<file path="src/pwmgc_regs.svh">
// register offsets, field positions and reset values of the pwm generator block
`ifndef PWMGC_REGS_SVH
`define PWMGC_REGS_SVH
`define PWMGC_ADDR_W 12
`define PWMGC_OFF_MASTER 12'h000
`define PWMGC_OFF_OUT_EN 12'h008
`define PWMGC_OFF_INVERT 12'h00c
`define PWMGC_OFF_FAULT_LOW 12'h010
`define PWMGC_OFF_IRQ_EN 12'h014
`define PWMGC_OFF_RAW 12'h018
`define PWMGC_OFF_ISC 12'h01c
`define PWMGC_OFF_STATUS 12'h020
`define PWMGC_OFF_GEN_CTL 12'h040
`define PWMGC_OFF_GEN_IEN 12'h044
`define PWMGC_OFF_GEN_RIS 12'h048
`define PWMGC_OFF_GEN_ISC 12'h04c
`define PWMGC_OFF_LOAD 12'h050
`define PWMGC_OFF_CMPA 12'h058
`define PWMGC_OFF_CMPB 12'h05c
`define PWMGC_OFF_DB_CTL 12'h060
`define PWMGC_OFF_DB_RISE 12'h064
`define PWMGC_OFF_DB_FALL 12'h068
`define PWMGC_BIT_FAULT 16
`define PWMGC_BIT_GEN0 0
`define PWMGC_BIT_SYNC 0
`define PWMGC_BIT_LEVEL 0
`define PWMGC_BIT_PAIR 0
`define PWMGC_CTL_EN 0
`define PWMGC_CTL_MODE 1
`define PWMGC_CTL_DBG 2
`define PWMGC_CTL_LDUPD 3
`define PWMGC_CTL_CAUPD 4
`define PWMGC_CTL_CBUPD 5
`define PWMGC_CTL_W 6
`define PWMGC_EV_ZERO 0
`define PWMGC_EV_LOAD 1
`define PWMGC_EV_CAU 2
`define PWMGC_EV_CAD 3
`define PWMGC_EV_CBU 4
`define PWMGC_EV_CBD 5
`define PWMGC_EV_W 6
`define PWMGC_CNT_W 16
`define PWMGC_DB_W 12
`define PWMGC_RST_CTL 6'h00
`define PWMGC_RST_CNT 16'h0000
`define PWMGC_RST_DB 12'h000
`define PWMGC_RST_EV 6'h00
`endif

</file>
<file path="src/pwmgc_pkg.sv">
// shared types of the pwm generator block
package pwmgc_pkg;
   typedef logic [15:0] pwmgc_cnt_t;
   typedef enum logic {PWMGC_DOWN, PWMGC_UP} pwmgc_dir_e;
endpackage

</file>
<file path="src/pwmgc_gen_if.sv">
// link between the register core and the generator counter
`timescale 1ns/1ps
`default_nettype none
interface pwmgc_gen_if;
   logic enable;
   logic mode;
   logic dbg_run;
   logic debug_in;
   pwmgc_pkg::pwmgc_cnt_t load;
   pwmgc_pkg::pwmgc_cnt_t count;
   pwmgc_pkg::pwmgc_dir_e dir;
   logic zero_evt;
   modport ctr (input enable, mode, dbg_run, debug_in, load, output count, dir, zero_evt);
   modport core (output enable, mode, dbg_run, debug_in, load, input count, dir, zero_evt);
endinterface
`default_nettype wire

</file>
<file path="src/pwmgc_top.sv">
// pwm unit: interrupt status, fault status and generator 0 with its controls
// Functional notes
// - raw fault bit 16 latches fault regardless enable
// - raw bit 0 mirrors generator interrupt
// - write one to masked bit 16 clears
// - masked generator bit read-only; clear at source
// - status bit 0 shows live fault level
// - comparator A update: at zero or sync-gated
// - comparator B update selected likewise by bit 5
// - load update: at zero or sync-gated
// - debug halts counter at zero unless bit2
// - mode 0 counts down, reloads load value
// - mode 1 counts up then down
// - enable bit 0 stops or runs generator
// - reserved bits read zero; software preserves them
// - fault interrupt latched until software clears
// - global sync applies queued updates, self-clears
// - module interrupt gated by bits 16, 0
`include "pwmgc_regs.svh"
`timescale 1ns/1ps
`default_nettype none
module pwmgc_top (
   input wire logic clk,
   input wire logic sys_rst,
   input wire logic [11:0] addr,
   input wire logic [31:0] wr_data,
   input wire logic wr_en,
   input wire logic rd_en,
   output logic [31:0] rd_data,
   input wire logic fault_in,
   input wire logic debug_in,
   output logic pwm_out_a,
   output logic pwm_out_b,
   output logic irq
);
   pwmgc_gen_if gen ();

   logic gsync_q;
   logic [1:0] out_en_q;
   logic [1:0] invert_q;
   logic [1:0] fault_low_q;
   logic fault_ien_q;
   logic gen_ien_top_q;
   logic fault_ris_q;
   logic [`PWMGC_CTL_W-1:0] ctl_q;
   logic [`PWMGC_EV_W-1:0] gen_ien_q;
   logic [`PWMGC_EV_W-1:0] gen_ris_q;
   logic pair_q;
   logic [`PWMGC_DB_W-1:0] db_rise_q;
   logic [`PWMGC_DB_W-1:0] db_fall_q;
   logic [31:0] rd_data_q;
   logic irq_q;
   logic pwm_a_q;
   logic pwm_b_q;

   logic wr_master;
   logic wr_isc;
   logic wr_gen_isc;
   logic wr_load;
   logic wr_cmpa;
   logic wr_cmpb;
   logic gen0_irq;
   logic [31:0] raw_word;
   logic [31:0] masked_word;
   logic [31:0] rd_mux;
   pwmgc_pkg::pwmgc_cnt_t load_act;
   pwmgc_pkg::pwmgc_cnt_t cmpa_act;
   pwmgc_pkg::pwmgc_cnt_t cmpb_act;
   logic load_pend;
   logic cmpa_pend;
   logic cmpb_pend;
   logic [`PWMGC_EV_W-1:0] gen_ev;
   logic src_a;
   logic src_b;
   logic [1:0] db_in;
   logic [1:0] db_out;
   logic [`PWMGC_DB_W-1:0] db_delay [2];
   logic [1:0] shaped;
   logic [1:0] pin_val;

   assign wr_master = wr_en && (addr == `PWMGC_OFF_MASTER);
   assign wr_isc = wr_en && (addr == `PWMGC_OFF_ISC);
   assign wr_gen_isc = wr_en && (addr == `PWMGC_OFF_GEN_ISC);
   assign wr_load = wr_en && (addr == `PWMGC_OFF_LOAD);
   assign wr_cmpa = wr_en && (addr == `PWMGC_OFF_CMPA);
   assign wr_cmpb = wr_en && (addr == `PWMGC_OFF_CMPB);

   // writes to unmapped or read-only offsets match no branch and are dropped
   // control registers written by software
   always_ff @(posedge clk) begin
      if (sys_rst) begin
         out_en_q <= 2'h0;
         invert_q <= 2'h0;
         fault_low_q <= 2'h0;
         fault_ien_q <= 1'b0;
         gen_ien_top_q <= 1'b0;
         ctl_q <= `PWMGC_RST_CTL;
         gen_ien_q <= `PWMGC_RST_EV;
         pair_q <= 1'b0;
         db_rise_q <= `PWMGC_RST_DB;
         db_fall_q <= `PWMGC_RST_DB;
      end else if (wr_en) begin
         if (addr == `PWMGC_OFF_OUT_EN) begin
            out_en_q <= wr_data[1:0];
         end else if (addr == `PWMGC_OFF_INVERT) begin
            invert_q <= wr_data[1:0];
         end else if (addr == `PWMGC_OFF_FAULT_LOW) begin
            fault_low_q <= wr_data[1:0];
         end else if (addr == `PWMGC_OFF_IRQ_EN) begin
            fault_ien_q <= wr_data[`PWMGC_BIT_FAULT];
            gen_ien_top_q <= wr_data[`PWMGC_BIT_GEN0];
         end else if (addr == `PWMGC_OFF_GEN_CTL) begin
            ctl_q <= wr_data[`PWMGC_CTL_W-1:0];
         end else if (addr == `PWMGC_OFF_GEN_IEN) begin
            gen_ien_q <= wr_data[`PWMGC_EV_W-1:0];
         end else if (addr == `PWMGC_OFF_DB_CTL) begin
            pair_q <= wr_data[`PWMGC_BIT_PAIR];
         end else if (addr == `PWMGC_OFF_DB_RISE) begin
            db_rise_q <= wr_data[`PWMGC_DB_W-1:0];
         end else if (addr == `PWMGC_OFF_DB_FALL) begin
            db_fall_q <= wr_data[`PWMGC_DB_W-1:0];
         end
      end
   end

   // global sync request: set by software, cleared by hardware at the next zero
   always_ff @(posedge clk) begin
      if (sys_rst) begin
         gsync_q <= 1'b0;
      end else if (wr_master && wr_data[`PWMGC_BIT_SYNC]) begin
         gsync_q <= 1'b1;
      end else if (gen.zero_evt) begin
         gsync_q <= 1'b0;
      end
   end

   // zero events are gated by enable, so staged values wait while disabled
   // a second write before the zero replaces the staged value outright
   // counter and the three deferred-update registers
   assign gen.enable = ctl_q[`PWMGC_CTL_EN];
   assign gen.mode = ctl_q[`PWMGC_CTL_MODE];
   assign gen.dbg_run = ctl_q[`PWMGC_CTL_DBG];
   assign gen.debug_in = debug_in;
   assign gen.load = load_act;

   pwmgc_counter u_counter (
      .clk(clk),
      .sys_rst(sys_rst),
      .g(gen)
   );

   pwmgc_shadow #(.W(`PWMGC_CNT_W)) u_load (
      .clk(clk),
      .sys_rst(sys_rst),
      .wr(wr_load),
      .wr_val(wr_data[`PWMGC_CNT_W-1:0]),
      .sync_mode(ctl_q[`PWMGC_CTL_LDUPD]),
      .gsync(gsync_q),
      .zero_evt(gen.zero_evt),
      .active(load_act),
      .pending(load_pend)
   );

   pwmgc_shadow #(.W(`PWMGC_CNT_W)) u_cmpa (
      .clk(clk),
      .sys_rst(sys_rst),
      .wr(wr_cmpa),
      .wr_val(wr_data[`PWMGC_CNT_W-1:0]),
      .sync_mode(ctl_q[`PWMGC_CTL_CAUPD]),
      .gsync(gsync_q),
      .zero_evt(gen.zero_evt),
      .active(cmpa_act),
      .pending(cmpa_pend)
   );

   pwmgc_shadow #(.W(`PWMGC_CNT_W)) u_cmpb (
      .clk(clk),
      .sys_rst(sys_rst),
      .wr(wr_cmpb),
      .wr_val(wr_data[`PWMGC_CNT_W-1:0]),
      .sync_mode(ctl_q[`PWMGC_CTL_CBUPD]),
      .gsync(gsync_q),
      .zero_evt(gen.zero_evt),
      .active(cmpb_act),
      .pending(cmpb_pend)
   );

   // generator events and their sticky status, set wins over clear
   always_comb begin
      gen_ev = '0;
      gen_ev[`PWMGC_EV_ZERO] = gen.zero_evt;
      gen_ev[`PWMGC_EV_LOAD] = gen.enable && (gen.count == load_act);
      gen_ev[`PWMGC_EV_CAU] = gen.enable && (gen.count == cmpa_act)
         && (gen.dir == pwmgc_pkg::PWMGC_UP);
      gen_ev[`PWMGC_EV_CAD] = gen.enable && (gen.count == cmpa_act)
         && (gen.dir == pwmgc_pkg::PWMGC_DOWN);
      gen_ev[`PWMGC_EV_CBU] = gen.enable && (gen.count == cmpb_act)
         && (gen.dir == pwmgc_pkg::PWMGC_UP);
      gen_ev[`PWMGC_EV_CBD] = gen.enable && (gen.count == cmpb_act)
         && (gen.dir == pwmgc_pkg::PWMGC_DOWN);
   end

   always_ff @(posedge clk) begin
      if (sys_rst) begin
         gen_ris_q <= `PWMGC_RST_EV;
      end else begin
         gen_ris_q <= (gen_ris_q & ~(wr_gen_isc ? wr_data[`PWMGC_EV_W-1:0] : '0)) | gen_ev;
      end
   end

   assign gen0_irq = |(gen_ris_q & gen_ien_q);

   // fault_in is taken as synchronous; a pulse between two edges is missed
   // fault latch: held until a one is written to the masked status bit
   always_ff @(posedge clk) begin
      if (sys_rst) begin
         fault_ris_q <= 1'b0;
      end else if (fault_in) begin
         fault_ris_q <= 1'b1;
      end else if (wr_isc && wr_data[`PWMGC_BIT_FAULT]) begin
         fault_ris_q <= 1'b0;
      end
   end

   always_comb begin
      raw_word = 32'h0000_0000;
      raw_word[`PWMGC_BIT_FAULT] = fault_ris_q;
      raw_word[`PWMGC_BIT_GEN0] = gen0_irq;
      masked_word = 32'h0000_0000;
      masked_word[`PWMGC_BIT_FAULT] = fault_ris_q && fault_ien_q;
      masked_word[`PWMGC_BIT_GEN0] = gen0_irq && gen_ien_top_q;
   end

   // irq is registered, so it trails the masked bits by one cycle
   always_ff @(posedge clk) begin
      if (sys_rst) begin
         irq_q <= 1'b0;
      end else begin
         irq_q <= |masked_word;
      end
   end

   // pwm shaping: independent compares or a dead-band complementary pair
   // each paired leg rises after its own delay and falls at once, so they never overlap
   assign src_a = gen.enable && (gen.count < cmpa_act);
   assign src_b = gen.enable && (gen.count < cmpb_act);
   assign db_in[0] = src_a;
   assign db_in[1] = gen.enable && !src_a;
   assign db_delay[0] = db_rise_q;
   assign db_delay[1] = db_fall_q;

   for (genvar i = 0; i < 2; i++) begin : g_db
      logic [`PWMGC_DB_W-1:0] wait_q;
      logic on_q;
      always_ff @(posedge clk) begin
         if (sys_rst) begin
            wait_q <= `PWMGC_RST_DB;
            on_q <= 1'b0;
         end else if (!db_in[i]) begin
            wait_q <= `PWMGC_RST_DB;
            on_q <= 1'b0;
         end else if (wait_q >= db_delay[i]) begin
            on_q <= 1'b1;
         end else begin
            wait_q <= `PWMGC_DB_W'(wait_q + 1'b1);
         end
      end
      assign db_out[i] = on_q;
   end

   assign shaped = pair_q ? db_out : {src_b, src_a};
   // fault forcing acts before the enable gate and the inverter
   assign pin_val = ((shaped & ~({2{fault_in}} & fault_low_q)) & out_en_q) ^ invert_q;

   always_ff @(posedge clk) begin
      if (sys_rst) begin
         pwm_a_q <= 1'b0;
         pwm_b_q <= 1'b0;
      end else begin
         pwm_a_q <= pin_val[0];
         pwm_b_q <= pin_val[1];
      end
   end

   // register read, data valid in the cycle after the strobe only
   always_comb begin
      rd_mux = 32'h0000_0000;
      if (addr == `PWMGC_OFF_MASTER) begin
         rd_mux[`PWMGC_BIT_SYNC] = gsync_q;
      end else if (addr == `PWMGC_OFF_OUT_EN) begin
         rd_mux[1:0] = out_en_q;
      end else if (addr == `PWMGC_OFF_INVERT) begin
         rd_mux[1:0] = invert_q;
      end else if (addr == `PWMGC_OFF_FAULT_LOW) begin
         rd_mux[1:0] = fault_low_q;
      end else if (addr == `PWMGC_OFF_IRQ_EN) begin
         rd_mux[`PWMGC_BIT_FAULT] = fault_ien_q;
         rd_mux[`PWMGC_BIT_GEN0] = gen_ien_top_q;
      end else if (addr == `PWMGC_OFF_RAW) begin
         rd_mux = raw_word;
      end else if (addr == `PWMGC_OFF_ISC) begin
         rd_mux = masked_word;
      end else if (addr == `PWMGC_OFF_STATUS) begin
         rd_mux[`PWMGC_BIT_LEVEL] = fault_in;
      end else if (addr == `PWMGC_OFF_GEN_CTL) begin
         rd_mux[`PWMGC_CTL_W-1:0] = ctl_q;
      end else if (addr == `PWMGC_OFF_GEN_IEN) begin
         rd_mux[`PWMGC_EV_W-1:0] = gen_ien_q;
      end else if (addr == `PWMGC_OFF_GEN_RIS) begin
         rd_mux[`PWMGC_EV_W-1:0] = gen_ris_q;
      end else if (addr == `PWMGC_OFF_GEN_ISC) begin
         rd_mux[`PWMGC_EV_W-1:0] = gen_ris_q & gen_ien_q;
      end else if (addr == `PWMGC_OFF_LOAD) begin
         rd_mux[`PWMGC_CNT_W-1:0] = load_act;
         rd_mux[31] = load_pend;
      end else if (addr == `PWMGC_OFF_CMPA) begin
         rd_mux[`PWMGC_CNT_W-1:0] = cmpa_act;
         rd_mux[31] = cmpa_pend;
      end else if (addr == `PWMGC_OFF_CMPB) begin
         rd_mux[`PWMGC_CNT_W-1:0] = cmpb_act;
         rd_mux[31] = cmpb_pend;
      end else if (addr == `PWMGC_OFF_DB_CTL) begin
         rd_mux[`PWMGC_BIT_PAIR] = pair_q;
      end else if (addr == `PWMGC_OFF_DB_RISE) begin
         rd_mux[`PWMGC_DB_W-1:0] = db_rise_q;
      end else if (addr == `PWMGC_OFF_DB_FALL) begin
         rd_mux[`PWMGC_DB_W-1:0] = db_fall_q;
      end
   end

   always_ff @(posedge clk) begin
      if (sys_rst) begin
         rd_data_q <= 32'h0000_0000;
      end else begin
         rd_data_q <= rd_en ? rd_mux : 32'h0000_0000;
      end
   end

   assign rd_data = rd_data_q;
   assign irq = irq_q;
   assign pwm_out_a = pwm_a_q;
   assign pwm_out_b = pwm_b_q;
endmodule
`default_nettype wire

</file>
<file path="src/pwmgc_shadow.sv">
// staged value with deferred application at counter zero
`timescale 1ns/1ps
`default_nettype none
module pwmgc_shadow #(
   parameter int W = 16
) (
   input wire logic clk,
   input wire logic sys_rst,
   input wire logic wr,
   input wire logic [W-1:0] wr_val,
   input wire logic sync_mode,
   input wire logic gsync,
   input wire logic zero_evt,
   output logic [W-1:0] active,
   output logic pending
);
   logic [W-1:0] staged_q;
   logic [W-1:0] active_q;
   logic pend_q;
   logic apply;

   assign apply = pend_q && zero_evt && (!sync_mode || gsync);
   assign active = active_q;
   assign pending = pend_q;

   always_ff @(posedge clk) begin
      if (sys_rst) begin
         staged_q <= '0;
         pend_q <= 1'b0;
      end else if (wr) begin
         staged_q <= wr_val;
         pend_q <= 1'b1;
      end else if (apply) begin
         pend_q <= 1'b0;
      end
   end

   always_ff @(posedge clk) begin
      if (sys_rst) begin
         active_q <= '0;
      end else if (apply) begin
         active_q <= staged_q;
      end
   end
endmodule
`default_nettype wire

</file>
<file path="src/pwmgc_counter.sv">
// generator counter: count-down or up/down, with debug halt at zero
`timescale 1ns/1ps
`default_nettype none
module pwmgc_counter (
   input wire logic clk,
   input wire logic sys_rst,
   pwmgc_gen_if.ctr g
);
   pwmgc_pkg::pwmgc_cnt_t count_q;
   pwmgc_pkg::pwmgc_dir_e dir_q;
   logic halt;

   assign halt = g.debug_in && !g.dbg_run && (count_q == '0);
   assign g.count = count_q;
   assign g.dir = dir_q;
   assign g.zero_evt = g.enable && (count_q == '0);

   always_ff @(posedge clk) begin
      if (sys_rst) begin
         count_q <= '0;
         dir_q <= pwmgc_pkg::PWMGC_DOWN;
      end else if (!g.enable) begin
         count_q <= '0;
         dir_q <= g.mode ? pwmgc_pkg::PWMGC_UP : pwmgc_pkg::PWMGC_DOWN;
      end else if (!halt) begin
         case (g.mode)
            1'b0: begin
               dir_q <= pwmgc_pkg::PWMGC_DOWN;
               if (count_q == '0) begin
                  count_q <= g.load;
               end else begin
                  count_q <= 16'(count_q - 16'h0001);
               end
            end
            default: begin
               if (dir_q == pwmgc_pkg::PWMGC_UP) begin
                  if (count_q >= g.load) begin
                     dir_q <= pwmgc_pkg::PWMGC_DOWN;
                     count_q <= (count_q == '0) ? '0 : 16'(count_q - 16'h0001);
                  end else begin
                     count_q <= 16'(count_q + 16'h0001);
                  end
               end else if (count_q == '0) begin
                  dir_q <= pwmgc_pkg::PWMGC_UP;
                  count_q <= (g.load == '0) ? '0 : 16'h0001;
               end else begin
                  count_q <= 16'(count_q - 16'h0001);
               end
            end
         endcase
      end
   end
endmodule
`default_nettype wire

</file>
<file path="config.mk">
export PLATFORM = sky130hd
export DESIGN_NAME = pwmgc_top
export DESIGN_NICKNAME = d
export VERILOG_FILES = /design/src/pwmgc_pkg.sv /design/src/pwmgc_gen_if.sv /design/src/pwmgc_top.sv /design/src/pwmgc_shadow.sv /design/src/pwmgc_counter.sv
export VERILOG_INCLUDE_DIRS = /design/src
export SDC_FILE = /design/constraint.sdc
export NUM_CORES = 1
export LEC_CHECK = 0
export ABC_AREA = 1
export BUFFER_PORTS_ARGS = -buffer_cell sky130_fd_sc_hd__buf_4
export CORE_ASPECT_RATIO = 0.5
export CORE_MARGIN = 2
export CORE_UTILIZATION = 31
export CTS_CLUSTER_DIAMETER = 60
export DETAILED_ROUTE_END_ITERATION = 7
export GPL_TIMING_DRIVEN = 0
export SLEW_MARGIN = 20
export SYNTH_ARGS = -nofsm -noshare
export SYNTH_HDL_FRONTEND = slang
export SYNTH_SLANG_ARGS = --single-unit
</file>
<file path="constraint.sdc">
create_clock -name clk -period 2.45 [get_ports clk]
set_input_delay 0.245 -clock clk [delete_from_list [all_inputs] [get_ports clk]]
set_output_delay 0.245 -clock clk [all_outputs]
set_load 0.01 [all_outputs]
</file>
==> results by group <==
Synthesis
  • Synthesized flop and latch total: 216
  • Post-synth EDFFs: 0
  • Mapped Cells: 1581
  • Avg Cell Area, Syn: 7.50 sq um
  • Cell Area, Synth: 0.0119 sq mm
  • Cell variety after synth: 58
  • Seq/Total Area, Yosys: 36.5%
  • Fraction of registers with async set/reset: 0%
  • Ys Warns: 0
  • Ys flop type: dfxtp_1

Outcome
  • Outcome: finished clean

STA
  • Fin worst setup slack: 91.7 ps
  • Final Cycle Share: 96.3%
  • Least-Margin Pin Slew: 879 ps
  • Max transition margin: 41.4%
  • Crit path time final: 2360 ps
  • RSZ-0062 raised after global routing: yes
  • Achievable Freq: 424 MHz
  • Final Hold Violating Endpoints: 0
  • Final setup vio count: 0
  • Final setup skew: 18.7 ps
  • Max Slew Vio Count: 0

Pwr
  • Total power: 7.81 mW
  • VDD IR-drop max: 0.000372 V
  • LEAKAGE: 5.57 nW
  • Pwr dens: 556 mW/mm^2

Route
  • Final wirelength: 36800 microns
  • Via count: 11248
  • Routed Antenna Nets: 0
  • DR DRC count: 0
  • DR WL/cell: 16.8 microns
  • TritonRoute pass-1 iters: 5
  • Mean number of vias per cell: 5.12
  • Iteration-0 DRC Markers: 869

Floorplan
  • Die width: 281 microns
  • Rows: 50
  • Die height: 142 microns
  • Area of the die: 0.0399 sq mm
  • CORE AREA: 0.0375 sq mm
  • Initial core utilization: 31.6%
  • Num ports: 85

Run
  • Max_cap viols: 0

Global route
  • Global Route Usage Sum: 18.3%
  • First-pass GRT wire length: 57400 microns
  • Initial antenna violation count: 0
  • Vias in the first global route: 10267
  • Largest net degree at the start of global routing: 15
  • GR Overflow Total: 0

Placed design
  • Dpl hpwl: 28900 microns
  • Port bufs: 55
  • DP Worst Slack: -640 ps
  • Final RePlAce weighted congestion: 0.899
  • Inst Count DP: 2143

Clock tree
  • Clock Tree Root: clkbuf_16
  • Clk sinks: 216
  • Clock-pin slew on the worst setup and hold paths: 70 ps
  • Worst-Skew Late Latency: 540 ps
  • H-tree level count: 1
  • Clock Tree Buf Depth: 3
  • CTS buffer count: 23
  • CTS tree: yes

Worst setup path
  • Critical R2R Launch: ctl_q[0]
  • Critical path class: reg2reg
  • Max stage delay cell, worst path: dfxtp_1
  • Crit-path max FO: 7
  • Crit-path max cell delay: 530 ps
  • Critical path, cell by cell: inv_1, a2111oi_0, o2111ai_1, a21oi_1, xnor2_1, nor2_1
  • Critical path endpoint category: register
  • Crit path required time: 2850 ps
  • WP buf/inv: 1
  • Worst path top cell family by delay: compound AO/OA/AOI/OAI gates
  • Arrival @ worst endpoint: 2760 ps
  • Worst r2r path cells: 6
  • Reg2Reg Setup Slack: 90 ps
  • Reg2reg end: pwm_out_b
  • Worst Setup Start Kind: register

Worst hold path
  • Hold path endpoint: rd_data[1]
  • Hold_sp: sys_rst
  • Hold Crit Class: in2reg
  • Hold path cells: 4

Layout
  • Layout cells sized above 1: 15.4%
  • Ant diodes: 0
  • Area added between synthesis and finish: 18.6%
  • Fin nets: 1815
  • Non-Filler Instances: 2199
==> cell usage after synthesis (16+ instances only) <==
cell type | count | area [sq um]
a21oi_1 | 230 | 1150
inv_1 | 227 | 852
dfxtp_1 | 216 | 4320
o21ai_0 | 182 | 911
nand2_1 | 155 | 582
nor2_1 | 95 | 357
ha_1 | 77 | 963
nand3_1 | 52 | 260
nor3_1 | 34 | 170
clkbuf_1 | 30 | 113
nand4_1 | 26 | 163
buf_4 | 23 | 173
inv_2 | 16 | 60.1
==> what timing repair did <==
item                                    in CTS  in global routing
resized for setup                           14                 34
hold endpoints to repair                     2                  0
endpoints found under the setup margin      68                 77
hold buffers                                 2                  0
pin swaps                                    0                  7
buffers inserted                             0                 12
==> sequential cells by signal, summed over array words and instances (netlist names), 2 cells and up <==
signal,cells
u_cmpa.staged_q,16
ctl_q,6
u_load.staged_q,16
db_fall_q,12
gen_ris_q,6
db_rise_q,12
u_cmpa.active,16
u_counter.g.count,16
u_cmpb.active,16
invert_q,2
g_db.on_q,2
gen_ien_q,6
fault_low_q,2
out_en_q,2
rd_data,18
u_load.active,16
g_db.wait_q,24
u_cmpb.staged_q,16
==> metal layers <==
metal  vias up  part of all wire [%]  wire length, microns  GRT usage (%)
met1      5253                    49                 18100           26.5
met4         0                   1.6                   604           3.52
met5         -                     0                     0              0
met3        54                   6.0                  2230           2.23
li1       5610                     -                     -              -
met2       331                    43                 15900           29.1
==> layout make-up <==
type                       instances  area, sq um
inverter                         244          921
sequential                       216         4340
tap                              494          618
clock buffer                      29          628
clock inverter                    13          233
fill                            3921        23500
multi-input combinational       1060         6380
timing repair buffer              69          523
buffer                            74          417
==> where the power goes <==
group	internal, mW	leakage (nW)	switching, mW	total (mW)
Sequential	3.51	1.74	0.00129	3.51
Combinational	0.0913	3.41	0.208	0.300
Clock	2.46	0.419	1.54	4.00
Total	6.07	5.57	1.75	7.81
==> worst min-delay path, delay by kind of cell <==
family                 cells  cell delay, ps
AO/OA/AOI/OAI              2             120
AND/OR/NAND/NOR            1              40
buffers and inverters      1              90
==> through the flow <==
step | utilization, % | hold slack [ps] | setup TNS [ps] | cell area [sq um]
6_report | 37.4 | 18.7 | 0 | 14100
5_1_grt | 37.4 | 21.5 | -48.4 | 14100
4_1_cts | 36.9 | 3.26 | -183 | 13900
3_5_place_dp | 34.4 | 445 | -13090 | 12900
3_3_place_gp | 34.4 | 440 | -12840 | 12900
2_1_floorplan | - | 379 | 0 | 11900
==> kinds of logic after synthesis <==
kind of cell,after synthesis,share of synthesized area [%]
AO/OA/AOI/OAI,520,24.8
AND/OR/NAND/NOR,429,17.9
buffers and inverters,318,11.2
flip-flops,216,36.5
adder cells (fa/ha/maj),77,8.13
XOR/XNOR,20,1.48
other,1,0.0316
==> worst max path at each step <==
stage | endpoint | cells after the start | slack, ps | startpoint
3_5_place_dp | g_db[0].wait_q[2] | 10 | -640 | u_counter.g.count[11]
5_1_grt | u_counter.g.count[15] | 10 | -30 | u_counter.g.count[2]
4_1_cts | g_db[1].wait_q[10] | 10 | -70 | u_counter.g.count[8]
2_1_floorplan | g_db[0].wait_q[2] | 10 | 410 | u_counter.g.count[11]
3_3_place_gp | g_db[0].wait_q[2] | 10 | -620 | u_counter.g.count[11]
6_report | pwm_out_b | 6 | 90 | ctl_q[0]
==> cell usage in the layout (no fill, tap or decap), types with 5 or more instances in the layout <==
| cell type | Yosys | routed |
|---|---|---|
| buf_4 | 23 | 91 |
| a221oi_1 | 6 | 6 |
| nor3_4 | 2 | 5 |
| inv_1 | 227 | 223 |
| a31oi_1 | 15 | 15 |
| a211oi_2 | 13 | 13 |
| o21ai_1 | 12 | 12 |
| xnor2_1 | 5 | 5 |
| xor2_1 | 15 | 15 |
| a221oi_2 | 5 | 5 |
| conb_1 | 1 | 14 |
| clkbuf_16 | 0 | 23 |
| o22ai_1 | 14 | 14 |
| nand4_1 | 26 | 26 |
| bufinv_16 | 0 | 6 |
| o211ai_1 | 13 | 13 |
| o21a_1 | 5 | 5 |
| dfxtp_1 | 216 | 207 |
| inv_2 | 16 | 18 |
| nor3_1 | 34 | 30 |
| clkbuf_1 | 30 | 33 |
| nor2_4 | 7 | 10 |
| buf_2 | 14 | 12 |
| nor2_1 | 95 | 91 |
| o21ai_0 | 182 | 181 |
| nand3_1 | 52 | 52 |
| nand2_1 | 155 | 151 |
| a211oi_1 | 8 | 8 |
| nor3_2 | 7 | 8 |
| nand2_2 | 6 | 9 |
| ha_1 | 77 | 76 |
| dfxtp_2 | 0 | 8 |
| nor2_2 | 12 | 13 |
| nor4_1 | 9 | 7 |
| nor4_2 | 4 | 6 |
| a21oi_1 | 230 | 230 |
Power figures use the tool's default switching activity.
